## src/pkg/sss_params.svh

```systemverilog
// Notes on behaviour
// - Green steady when ready, both inputs live
// - Green flashes 1 Hz on missing input
// - Yellow lit while actuator in range
// - Yellow flashes in marginal limit area
// - Red lit on any error
// - Red pulse groups encode error cause
// - Teaching: red on, yellow flashes, outputs off
// - Internal fault holds red on
// - Diagnostic output mirrors switching condition
// - Limit area pulses diagnostic, outputs stay on
// - Internal error disables both safety outputs
// - Latched error clears after guard open-close
// - Warning: diagnostic low, safety outputs on
// - Warning clears itself when cause gone
// - Warning for 30 minutes trips outputs off
// - Await feedback circuit, diagnostic high
// - Actuator but input missing: green flash
// - No actuator, input missing: green only
// - Actuator leaving zone drops outputs at once
// - Ten-minute inhibit after teach, survives power
`ifndef SSS_PARAMS_SVH
`define SSS_PARAMS_SVH

// =====================================================
// Timing
`define SSS_CLK_HZ       100000000
`define SSS_TICK_MS      100
`define SSS_WARN_MIN     30
`define SSS_INHIBIT_MIN  10
`define SSS_SLOW_DIV     5
`define SSS_PULSE_TICKS  2
`define SSS_PAUSE_TICKS  10

// =====================================================
// Pin synchroniser
`define SSS_SYNC_PINS    3
`define SSS_PIN_IN_A     0
`define SSS_PIN_IN_B     1
`define SSS_PIN_FB       2

`endif

```

## src/pkg/sss_pkg.sv

```systemverilog
package sss_pkg;

	// =====================================================
	// Flash timebase
	typedef struct packed {
		logic tick;
		logic slow;
		logic fast;
	} sss_flash_s;

	// =====================================================
	// Latched error cause, value is the red pulse count
	typedef enum logic [2:0] {
		SSS_ERR_NONE  = 3'h0,
		SSS_ERR_OUT_A = 3'h1,
		SSS_ERR_OUT_B = 3'h2,
		SSS_ERR_CROSS = 3'h3,
		SSS_ERR_TEMP  = 3'h4,
		SSS_ERR_ACT   = 3'h5,
		SSS_ERR_DISC  = 3'h6
	} sss_err_e;

	// =====================================================
	// Indicator and output bundle
	typedef struct packed {
		logic green;
		logic red;
		logic yellow;
		logic diag;
		logic safe;
	} sss_ind_s;

endpackage : sss_pkg

```

## src/rtl/sss_flash.sv

```systemverilog
`include "sss_params.svh"

module sss_flash #(
	parameter int unsigned TICK_CYCLES = 32'd10000000
) (
	// Clock and reset
	input  wire logic              sys_clk,
	input  wire logic              reset,
	// Timebase
	output sss_pkg::sss_flash_s    flash
);

	// =====================================================
	// Prescaler
	logic [31:0] pre_q;
	logic [2:0]  slow_q;
	logic        fast_q;
	logic        slow_ph_q;
	logic        tick_q;

	wire pre_end  = (pre_q == TICK_CYCLES - 32'd1);
	wire slow_end = (slow_q == 3'(`SSS_SLOW_DIV - 1));

	always_ff @(posedge sys_clk) begin
		if (reset) begin
			pre_q     <= 32'h0;
			slow_q    <= 3'h0;
			fast_q    <= 1'b0;
			slow_ph_q <= 1'b0;
			tick_q    <= 1'b0;
		end else begin
			pre_q  <= pre_end ? 32'h0 : pre_q + 32'd1;
			tick_q <= pre_end;
			if (pre_end) begin
				fast_q <= ~fast_q;
				slow_q <= slow_end ? 3'h0 : slow_q + 3'h1;
				if (slow_end)
					slow_ph_q <= ~slow_ph_q;
			end
		end
	end

	assign flash.tick = tick_q;
	assign flash.slow = slow_ph_q;
	assign flash.fast = fast_q;

endmodule : sss_flash

```

## src/rtl/sss_status.sv

```systemverilog
`include "sss_params.svh"

module sss_status #(
	parameter int unsigned      TICK_CYCLES =
		32'(`SSS_TICK_MS * (`SSS_CLK_HZ / 1000)),
	parameter longint unsigned  WARN_CYCLES =
		64'(`SSS_WARN_MIN) * 64'd60 * 64'(`SSS_CLK_HZ),
	parameter longint unsigned  INHIBIT_CYCLES =
		64'(`SSS_INHIBIT_MIN) * 64'd60 * 64'(`SSS_CLK_HZ)
) (
	// Clock and reset
	input  wire logic       sys_clk,
	input  wire logic       reset,
	// Pins from the field
	input  wire logic       safety_input_a,
	input  wire logic       safety_input_b,
	input  wire logic       feedback_in,
	// Sensing front end and monitors
	input  wire logic       actuator_present,
	input  wire logic       actuator_limit,
	input  wire logic [5:0] error_cause,
	input  wire logic       internal_fault,
	input  wire logic       warning_cause,
	// Teach and configuration
	input  wire logic       teach_active,
	input  wire logic       teach_done,
	input  wire logic       inhibit_resume,
	input  wire logic       feedback_edge_variant,
	// Indicators
	output logic            led_green,
	output logic            led_red,
	output logic            led_yellow,
	// Outputs
	output logic            diag_out,
	output logic            safety_output_a,
	output logic            safety_output_b,
	output logic [2:0]      error_code
);

	localparam int WW = $clog2(WARN_CYCLES + 64'd1);
	localparam int IW = $clog2(INHIBIT_CYCLES + 64'd1);

	// =====================================================
	// Flash timebase
	sss_pkg::sss_flash_s flash;

	sss_flash #(
		.TICK_CYCLES (TICK_CYCLES)
	) u_flash (
		.sys_clk (sys_clk),
		.reset   (reset),
		.flash   (flash)
	);

	// =====================================================
	// Pin synchronisers; a change counts once stages 2 and 3 agree
	logic [`SSS_SYNC_PINS-1:0] pin_raw;
	logic [`SSS_SYNC_PINS-1:0] pin_f;

	assign pin_raw[`SSS_PIN_IN_A] = safety_input_a;
	assign pin_raw[`SSS_PIN_IN_B] = safety_input_b;
	assign pin_raw[`SSS_PIN_FB]   = feedback_in;

	genvar gi;
	generate
		for (gi = 0; gi < `SSS_SYNC_PINS; gi++) begin : g_sync
			logic s1_q;
			logic s2_q;
			logic s3_q;
			logic f_q;
			always_ff @(posedge sys_clk) begin
				if (reset) begin
					s1_q <= 1'b0;
					s2_q <= 1'b0;
					s3_q <= 1'b0;
					f_q  <= 1'b0;
				end else begin
					s1_q <= pin_raw[gi];
					s2_q <= s1_q;
					s3_q <= s2_q;
					if (s2_q == s3_q)
						f_q <= s3_q;
				end
			end
			assign pin_f[gi] = f_q;
		end
	endgenerate

	wire inputs_ok = pin_f[`SSS_PIN_IN_A] & pin_f[`SSS_PIN_IN_B];
	wire fb_lvl    = pin_f[`SSS_PIN_FB];

	// =====================================================
	// Error latch, first cause wins
	sss_pkg::sss_err_e err_q;
	sss_pkg::sss_err_e err_new;
	logic              fault_q;
	logic              opened_q;
	logic              fb_prev_q;

	always_comb begin
		err_new = sss_pkg::SSS_ERR_NONE;
		for (int i = 5; i >= 0; i--)
			if (error_cause[i])
				err_new = sss_pkg::sss_err_e'(3'(i + 1));
	end

	wire latched     = (err_q != sss_pkg::SSS_ERR_NONE) | fault_q;
	wire cause_gone  = (error_cause == 6'h00) & ~internal_fault;
	// Guard must open then close again before the latch lets go
	wire guard_clear = latched & opened_q & actuator_present
		& cause_gone;

	always_ff @(posedge sys_clk) begin
		if (reset) begin
			err_q    <= sss_pkg::SSS_ERR_NONE;
			fault_q  <= 1'b0;
			opened_q <= 1'b0;
		end else begin
			if (guard_clear) begin
				err_q    <= sss_pkg::SSS_ERR_NONE;
				fault_q  <= 1'b0;
				opened_q <= 1'b0;
			end else begin
				if (err_q == sss_pkg::SSS_ERR_NONE)
					err_q <= err_new;
				if (internal_fault)
					fault_q <= 1'b1;
				if (latched & ~actuator_present)
					opened_q <= 1'b1;
			end
		end
	end

	// =====================================================
	// Warning timer; clears itself when the cause goes
	logic [WW-1:0] warn_cnt_q;
	logic          trip_q;

	always_ff @(posedge sys_clk) begin
		if (reset) begin
			warn_cnt_q <= '0;
			trip_q     <= 1'b0;
		end else if (~warning_cause) begin
			warn_cnt_q <= '0;
			trip_q     <= 1'b0;
		end else if (warn_cnt_q == WW'(WARN_CYCLES - 64'd1)) begin
			trip_q <= 1'b1;
		end else begin
			warn_cnt_q <= warn_cnt_q + WW'(1);
		end
	end

	wire warn = warning_cause & ~trip_q;

	// =====================================================
	// Enabling inhibit after teach; a pending period is
	// resumed from scratch after power returns
	logic [IW-1:0] inh_cnt_q;
	logic          inhibit_q;
	logic          boot_q;

	always_ff @(posedge sys_clk) begin
		if (reset) begin
			inh_cnt_q <= '0;
			inhibit_q <= 1'b0;
			boot_q    <= 1'b1;
		end else begin
			boot_q <= 1'b0;
			if (teach_done | (boot_q & inhibit_resume)) begin
				inhibit_q <= 1'b1;
				inh_cnt_q <= '0;
			end else if (inhibit_q) begin
				if (inh_cnt_q == IW'(INHIBIT_CYCLES - 64'd1))
					inhibit_q <= 1'b0;
				else
					inh_cnt_q <= inh_cnt_q + IW'(1);
			end
		end
	end

	// =====================================================
	// Release through the feedback circuit
	logic released_q;

	wire blocked = latched | trip_q | teach_active | inhibit_q;
	// Any loss of actuator drops release the very next edge
	wire enable_ok = actuator_present & inputs_ok & ~blocked;
	wire fb_fall   = fb_prev_q & ~fb_lvl;
	wire fb_go     = feedback_edge_variant ? fb_fall : fb_lvl;
	wire waiting   = enable_ok & ~released_q;
	wire safe_d    = enable_ok & released_q;

	always_ff @(posedge sys_clk) begin
		if (reset) begin
			released_q <= 1'b0;
			fb_prev_q  <= 1'b0;
		end else begin
			fb_prev_q <= fb_lvl;
			if (~enable_ok)
				released_q <= 1'b0;
			else if (fb_go)
				released_q <= 1'b1;
		end
	end

	// =====================================================
	// Red pulse code sequencer, counted in ticks
	// Six bits: the longest group with its pause is 34 ticks
	logic [5:0] pc_q;

	wire [5:0] code_len = 6'(2 * `SSS_PULSE_TICKS * err_q);
	wire [5:0] grp_len  = code_len + 6'(`SSS_PAUSE_TICKS);
	wire       pulse_on = (pc_q < code_len)
		& (pc_q[1] == 1'b0);

	always_ff @(posedge sys_clk) begin
		if (reset)
			pc_q <= 6'h00;
		else if (err_q == sss_pkg::SSS_ERR_NONE)
			pc_q <= 6'h00;
		else if (flash.tick)
			pc_q <= (pc_q >= grp_len - 6'h01) ? 6'h00 : pc_q + 6'h01;
	end

	// =====================================================
	// Indicator decode
	logic green_d;
	logic red_d;
	logic yellow_d;
	logic diag_d;

	wire err_act = err_q != sss_pkg::SSS_ERR_NONE;
	wire alt_fl  = flash.slow ? flash.fast : 1'b1;

	always_comb begin
		if (inhibit_q | ~inputs_ok)
			green_d = flash.slow;
		else if (blocked | warn | actuator_present)
			green_d = waiting;
		else
			green_d = 1'b1;
	end

	always_comb begin
		if (fault_q | teach_active)
			red_d = 1'b1;
		else if (err_act)
			red_d = pulse_on;
		else if (trip_q | warn)
			red_d = flash.slow;
		else
			red_d = 1'b0;
	end

	always_comb begin
		if (teach_active)
			yellow_d = flash.slow;
		else if (latched | warn | trip_q | inhibit_q)
			yellow_d = 1'b0;
		else if (~actuator_present)
			yellow_d = 1'b0;
		else if (actuator_limit)
			yellow_d = waiting ? alt_fl : flash.slow;
		else if (waiting)
			yellow_d = flash.fast;
		else
			yellow_d = 1'b1;
	end

	always_comb begin
		if (blocked | warn | trip_q)
			diag_d = 1'b0;
		else if (~actuator_present)
			diag_d = 1'b0;
		else if (actuator_limit)
			diag_d = flash.fast;
		else
			diag_d = 1'b1;
	end

	// =====================================================
	// Output registers
	always_ff @(posedge sys_clk) begin
		if (reset) begin
			led_green       <= 1'b0;
			led_red         <= 1'b0;
			led_yellow      <= 1'b0;
			diag_out        <= 1'b0;
			safety_output_a <= 1'b0;
			safety_output_b <= 1'b0;
			error_code      <= 3'h0;
		end else begin
			led_green       <= green_d;
			led_red         <= red_d;
			led_yellow      <= yellow_d;
			diag_out        <= diag_d;
			safety_output_a <= safe_d;
			safety_output_b <= safe_d;
			error_code      <= err_q;
		end
	end

endmodule : sss_status
```

## config.mk

```make
export PLATFORM = sky130hd
export DESIGN_NAME = sss_status
export DESIGN_NICKNAME = d
export VERILOG_FILES = /design/src/pkg/sss_pkg.sv /design/src/rtl/sss_flash.sv /design/src/rtl/sss_status.sv
export VERILOG_INCLUDE_DIRS = /design/src /design/src/pkg
export SDC_FILE = /design/constraint.sdc
export NUM_CORES = 1
export LEC_CHECK = 0
export BUFFER_PORTS_ARGS = -buffer_cell sky130_fd_sc_hd__buf_2
export CORE_UTILIZATION = 51
export CTS_CLUSTER_DIAMETER = 80
export DETAILED_ROUTE_END_ITERATION = 12
export GPL_ROUTABILITY_DRIVEN = 0
export PLACE_DENSITY = 0.7
export SYNTH_ARGS = -nofsm -noshare
export SYNTH_HDL_FRONTEND = slang
export SYNTH_SLANG_ARGS = --single-unit
```

## constraint.sdc

```tcl
create_clock -name sys_clk -period 2.3 [get_ports sys_clk]
set_clock_uncertainty 0.1 [all_clocks]
set_input_delay 0.345 -clock sys_clk [delete_from_list [all_inputs] [get_ports sys_clk]]
set_output_delay 0.345 -clock sys_clk [all_outputs]
set_load 0.005 [all_outputs]
```

### Yosys cells after proc, flatten, opt, wreduce, memory -nomap -nowiden

Index checks and enable logic that the tools add are counted.

| operators by class | value |
|---|---|
| muxes and demuxes | 26 |
| eq/ne operators | 7 |
| reduce and logical (&&, ||, !) cells | 12 |
| order comparisons | 2 |
| add/sub/neg operators | 7 |
| bitwise logic cells | 41 |

Operators by type and width:

| kind | number |
|---|---|
| $add A38 B1 Y38 const B | 1 |
| $eq A38 B38 Y1 const B | 1 |
| $add A36 B1 Y36 const B | 1 |
| $eq A36 B36 Y1 const B | 1 |
| $add A32 B1 Y32 const B | 1 |
| $eq A32 B24 Y1 const B | 1 |
| $mux W3 | 7 |
| $mux W1 | 18 |
| $and A1 B1 Y1 | 14 |
| $or A1 B1 Y1 | 14 |
| $not A1 Y1 | 13 |
| $reduce_or A2 Y1 | 6 |
| $add A5 B4 Y6 const B | 1 |
| $add A6 B1 Y6 const B | 1 |
| $ge A6 B6 Y1 | 1 |
| $logic_not A6 Y1 | 1 |
| $lt A6 B5 Y1 | 1 |
| $mux W6 | 1 |
| $sub A6 B1 Y6 const B | 1 |
| $reduce_and A2 Y1 | 2 |
| $add A3 B1 Y3 const B | 1 |
| $eq A1 B1 Y1 | 3 |
| $eq A3 B3 Y1 const B | 1 |
| $logic_not A3 Y1 | 1 |
| other kinds (2) | 2 |

| storage, ports and cells | value |
|---|---|
| logic and storage cells | 129 |
| flip-flop bits (word level) | 148 |
| output and inout port bits | 9 |

### Longest topological paths before layout

Gate-level depths: netlist of run 1.

| depth | value |
|---|---|
| depth in word-level cells | 13 |
| mapped depth | 8 |
| gate-level depth less buffers | 7 |

### Modules after synthesis

From an unflattened synthesis of run 1, not the netlist that was laid out.

| second synthesis, totals | value |
|---|---|
| cells, all modules | 855 |
| area total of the unflattened synthesis | 7269.5 µm² |

By module, submodules not included:

| module | area each (µm²) | cells each | instances | sequential area each (µm²) |
|---|---|---|---|---|
| sss_status | 5370.2 | 636 | 1 | 2202.1 |
| sss_flash | 1899.3 | 219 | 1 | 760.7 |

### Worst setup path before layout of run 1

Ideal clock, no wire load.

| timing path | value |
|---|---|
| kind | register -> register |
| start point | reg inh_cnt_q[15] |
| end point | reg inh_cnt_q[16] |
| arrival time | 1875 ps |
| period minus slack after synthesis | 2091 ps |
| setup time | 116 ps |
| cell stages (with the launch flop) | 7 |
| path slack | 209 ps |
| required time | 2084 ps |
| cell sequence | dfxtp_1 buf_6 or4b_4 or3_4 o2111a_1 buf_6 a41o_1 |

| between the ends | value |
|---|---|
| cells in the longest elaborated chain, start to end | 3 |

Ends and longest elaborated chain:

| element | RTL line | text |
|---|---|---|
| from (decl) | sss_status.sv:158 | `logic [IW-1:0] inh_cnt_q;` |
| from (signal assigned) | sss_status.sv:176 | `inh_cnt_q <= inh_cnt_q + IW'(1);` |
| branches (longest 3 deep; another with $add A36 B1 Y36) | - |  |

Several ways; the timed one is not identified.
A chain may end at the register's enable or synchronous reset.

### Final worst setup path of run 1

| timing path | value |
|---|---|
| start point | reg inh_cnt_q[13] |
| end point | reg inh_cnt_q[16] |

The elaborated chain is that of the path after synthesis.

==> results of run 1 <==
## registers in the layout, indices dropped and copies added (netlist names), 2 cells and up
register        count
err_q               3
error_code          3
g_sync.f_q          2
g_sync.s1_q         3
g_sync.s2_q         3
g_sync.s3_q         3
inh_cnt_q          36
pc_q                6
u_flash.pre_q      32
u_flash.slow_q      3
warn_cnt_q         38
## logic make-up after synthesis
kind of cell               count (synthesis)  synth area share
buffers and inverters                     65           0.04054
adders and majority gates                 16           0.02845
DFF                                      148            0.4211
AOI/OAI and AO/OA                        142            0.1239
and+or+nand+nor                          392            0.3037
muxes                                      7           0.01014
xor gates and xnor gates                  58           0.07219
## synthesized netlist by cell type, types with 15 or more instances
| master | n |
|---|---|
| dfxtp_1 | 148 |
| nor2_1 | 94 |
| a21oi_1 | 58 |
| nand2_1 | 46 |
| nand3_1 | 44 |
| nand4_1 | 44 |
| xnor2_1 | 34 |
| nor3_1 | 32 |
| inv_1 | 27 |
| or3_1 | 24 |
| xor2_1 | 24 |
| clkbuf_1 | 21 |
| o21ai_0 | 20 |
| and3_1 | 17 |
| ha_1 | 16 |
| o31ai_1 | 15 |
| or4_1 | 15 |
## power by group
| part | leakage, µW | total, µW | internal (µW) | switching [µW] |
|---|---|---|---|---|
| sequential | 0.00120 | 2610 | 2590 | 20.2 |
| combinational | 0.00121 | 187 | 71.4 | 116 |
| clock | 0.000272 | 2740 | 1660 | 1090 |
| total | 0.00268 | 5540 | 4320 | 1220 |
## layout make-up
| class | instances | area [µm²] |
|---|---|---|
| Fill cell | 1153 | 5364 |
| Multi-Input combinational cell | 615 | 3797 |
| Timing Repair Buffer | 49 | 312.8 |
| Tap cell | 176 | 220.2 |
| Clock buffer | 21 | 460.4 |
| Inverter | 27 | 101.3 |
| Sequential cell | 148 | 2963 |
| Clock inverter | 11 | 128.9 |
## critical path, stage by stage, from the launching register on
cell and delay (ns):
dfxtp_1 0.35, or4b_4 0.56, or3_4 0.37, o2111a_1 0.39
a31oi_1 0.24, a41o_1 0.11
## per-stage QoR
| stage | setup WS (ns) | utilization | total power [µW] | instances |
|---|---|---|---|---|
| CTS | 0.08907 | 0.5975 | 5593 | 1047 |
| finish | 0.1209 | 0.5981 | 5545 | 1047 |
| global route | 0.006973 | 0.5981 | 5728 | 1047 |
| global placement | 0.2188 | 0.5533 | 2847 | 1015 |
| floorplan | 0.2091 | - | 2781 | 828 |
| detailed placement | 0.1278 | 0.5533 | 2856 | 1015 |
## repair_timing
item | 4_1_cts | 5_1_grt
setup endpoints to repair | 0 | 11
gates resized for setup | 0 | 4
hold buffers | 0 | 0
## how the worst min path moves through the flow
stage	start	end	cells after the start	slack [ns]
global placement	g_sync[2].s1_q	g_sync[2].s2_q	1	0.33
global route	safety_input_a	g_sync[0].s1_q	2	0.06
finish	safety_input_a	g_sync[0].s1_q	2	0.04
floorplan	reset	boot_q	0	0.27
detailed placement	g_sync[0].s1_q	g_sync[0].s2_q	1	0.34
CTS	safety_input_a	g_sync[0].s1_q	2	0.03
## layer usage
metal	track usage	part of all wire	vias up
met1	0.2852	0.46	2928
li1	-	-	3051
met2	0.3631	0.47	145
met5	0	0	-
met4	0.1008	0.019	0
met3	0.04789	0.044	26
==> metrics, run 1 <==
final cycle utilization of the critical path 0.9474; Max Cap Viol 0; final setup fails 0; drt pass-1 iters 5; routed via count just over 6k; Port Buffers 27; critical path arrival between 2 and 2.5 ns; final WL approximately 15000 µm; worst reg-to-reg path cell count 5; run status completed; first-pass GRT wire length between 20000 and 30000 µm; Syn Area/Cell about 8.5 µm²; most common cell after layout, fill and taps aside dfxtp_1; async set-reset flop share out of synthesis 0; crit path to inh_cnt_q[16]; Yosys cell types 57; Yosys top cell area share 0.4211; Skew-Pair Late Insertion Delay around 0.42 ns; placed wire-length estimate roughly 11000 µm; grt ovf 0; synthesis-to-finish area growth 13.46%; total CTS buffers 17; Final ANT Viol Nets 0; Total Routing Usage GR 0.2241; setup bufs post-CTS 0; H-Tree Depth 4; Seq/Total Area, Yosys 0.4211; fin area between 7000 and 8000 µm²; CTS tree yes; Mapped Cells 828; num rows between 40 and 50; Placement Cell Area approximately 7400 µm²; Cell Area, Synth just over 7000 µm²; Die ar. ~14000 µm²; Fin Hold WS ~0.037 ns; ranking of synthesized cells by area dfxtp_1 (42%), nor2_1 (5.0%), xnor2_1 (4.2%); Residual DRC 0; VDD IR max approximately 0.55 mV; power density cells between 600 and 700 nW/µm²; CP endpoint kind flip-flop; Initial Util 0.5272; Worst EP required approximately 2.6 ns; clk sinks around 150; vias per inst just under 6; crit path from inh_cnt_q[13]; most frequent cells in the layout dfxtp_1 (148), nor2_1 (94), a21oi_1 (58), nand2_1 (46), nand4_1 (44); DIE WIDTH between 100 and 150 µm; share of cells above drive strength 1 0.1068; startpoint types flip-flop; Clock Pin Slew Worst Setup and Hold Paths about 0.06 ns; antenna violations before repair 0; ys flop type dfxtp_1; Iter 0 DRT Violations between 500 and 600; Routed wire per std cell 14.55 µm; maximum clock insertion buffer count 2; number of global-route vias before repair 5794; diode count 0; post-synth net total between 800 and 900; total core area ~13000 µm²; setup repair after global routing missed its margin no; Slew Viols, Final 0; #FFs+latches synth 148; FF-to-FF Start inh_cnt_q[13]; clock root cell clkbuf_16; leading area contributor after synthesis dfxtp_1; CP max FO 9; Min-Delay Path Class input pin to flip-flop; Warnings, synthesis 0; Slew HR 0.5948; Max Freq between 400 and 500 MHz; Pleak approximately 0.0027 µW; io pins 28; clock period minus worst slack around 2.2 ns; reg2reg setup slack about 0.12 ns; setup_tns 0 ns; actual slew at the worst max-slew pin just over 0.6 ns; largest net degree at the start of global routing 36; die height between 100 and 150 µm; EDFF count, synth 0; Layout Nets 893; reg-to-reg endpoint inh_cnt_q[16]; Final Hold Fails 0; crit path kind flip-flop to flip-flop
No activity file was read; power rests on OpenSTA's default activity.
==> run 2, diff against run 1 <==
--- a/config.mk
+++ b/config.mk
@@ -8,6 +8,7 @@
 export LEC_CHECK = 0
 export BUFFER_PORTS_ARGS = -buffer_cell sky130_fd_sc_hd__buf_2
 export CORE_UTILIZATION = 51
+export CTS_BUF_LIST = sky130_fd_sc_hd__clkbuf_4
 export CTS_CLUSTER_DIAMETER = 80
 export DETAILED_ROUTE_END_ITERATION = 12
 export GPL_ROUTABILITY_DRIVEN = 0
==> metrics, run 2 (synthesis gave the netlist of run 1 again) <==
most frequent cells in the layout dfxtp_1 (148), nor2_1 (94), a21oi_1 (58), nand2_1 (46), nand4_1 (44); CTS tree yes; VDD IR max 0.2217 mV; Residual DRC 0; num rows 42; Die ar. 14270 µm²; Max Cap Viol 0; die height ~120 µm; Final Hold Fails 0; first-pass GRT wire length around 26000 µm; power density cells around 570 nW/µm²; top flop regs warn_cnt_q (38), inh_cnt_q (36), u_flash.pre_q (32); Initial Util 0.5272; share of cells above drive strength 1 0.1066; Slew Viols, Final 0; Layout Nets approximately 900; diode count 0; max FFs per register 38; antenna violations before repair 0; Worst EP required 2.70 ns; Skew-Pair Late Insertion Delay around 0.56 ns; io pins 28; final cycle utilization of the critical path 0.9509; routed via count 6117; Iter 0 DRT Violations ~580; number of global-route vias before repair between 5k and 6k; Clock Pin Slew Worst Setup and Hold Paths 0.12 ns; H-Tree Depth 4; DIE WIDTH around 120 µm; maximum clock insertion buffer count 2; placed wire-length estimate around 11000 µm; CP endpoint kind flip-flop; startpoint types flip-flop; post-route insts no fill 1058; run status completed; Slew HR 0.5802; Total Routing Usage GR 0.2212; actual slew at the worst max-slew pin ~0.63 ns; synthesis-to-finish area growth 10.63%; total core area ~13000 µm²; Storage cell area slightly below 3000 µm²; grt ovf 0; clock root cell clkbuf_4; clk sinks around 150; total CTS buffers 17; Routed wire per std cell 14.23 µm; Max Freq about 460 MHz; Port Buffers 27; Pleak approximately 0.0026 µW; area of the multi-input gates around 3800 µm²; DP Cell Count about 1.0k; largest net degree at the start of global routing 36; layout filler cell count around 1.2k; drt pass-1 iters 7; clock period minus worst slack 2.187 ns; setup repair after global routing missed its margin no; CP max FO 17; final setup fails 0; most common cell after layout, fill and taps aside dfxtp_1; setup_tns 0 ns; Largest Register warn_cnt_q; Design Power 4421 µW; vias per inst 5.782; Min-Delay Path Class input pin to flip-flop; Final ANT Viol Nets 0; final WL ~15000 µm; crit path kind flip-flop to flip-flop; critical path arrival between 2 and 3 ns; fin util 0.5832
-- run 2: metal layers --
metal / global-route usage / part of all wire / up-vias
li1: - / - / 3077
met1: 0.2840 / 0.47 / 2872
met2: 0.3595 / 0.47 / 139
met3: 0.04598 / 0.042 / 29
met4: 0.09297 / 0.017 / 0
met5: 0 / 0 / -
-- run 2: area by class of cell --
| cell class | count | area share |
|---|---|---|
| Clock buffer | 19 | 0.01832 |
| Clock inverter | 13 | 0.01752 |
| Inverter | 27 | 0.01302 |
| Multi-Input combinational cell | 615 | 0.4879 |
| Sequential cell | 148 | 0.3806 |
| Tap cell | 176 | 0.02829 |
| Timing Repair Buffer | 60 | 0.05432 |
-- run 2: worst max-delay path, stage by stage (launching register included) --
cell and delay (ns):
dfxtp_1 0.34, buf_4 0.19, nor4_1 0.27, nand3_1 0.20, a2111oi_0 0.43, dlygate4sd3_1 0.60
-- run 2: repair_timing --
action                                 in CTS  in global routing
setup endpoints to repair                   0                 11
hold buffers                               11                  0
gates resized for setup                     0                  6
endpoints found under the hold margin      14                  0
buffers inserted                            0                  0
-- run 2: path summary, 6_finish.rpt --
path              cells after the start               end  slack, ns              from
hold reg to reg                       1  u_flash.pre_q[0]       0.35  u_flash.pre_q[0]
setup reg to reg                      5          diag_out       0.11         inhibit_q
setup / recovery                      5          diag_out       0.11         inhibit_q
hold / removal                        4          err_q[2]       0.05    error_cause[2]
-- run 2: metrics by stage --
step | instance area [µm²] | hold slack (ns) | setup slack [ns]
2_1_floorplan | 7037 | 0.2727 | 0.2091
3_3_place_gp | 7386 | 0.3252 | 0.2188
3_5_place_dp | 7386 | 0.3353 | 0.1278
4_1_cts | 7775 | 0.008514 | 0.07625
5_1_grt | 7785 | 0.01916 | 0.007948
6_report | 7785 | 0.05366 | 0.1128
-- run 2: report_power, final --
part / internal [µW] / switching, µW
combinational: 83.0 / 118
sequential: 2590 / 20.0
clock: 661 / 947
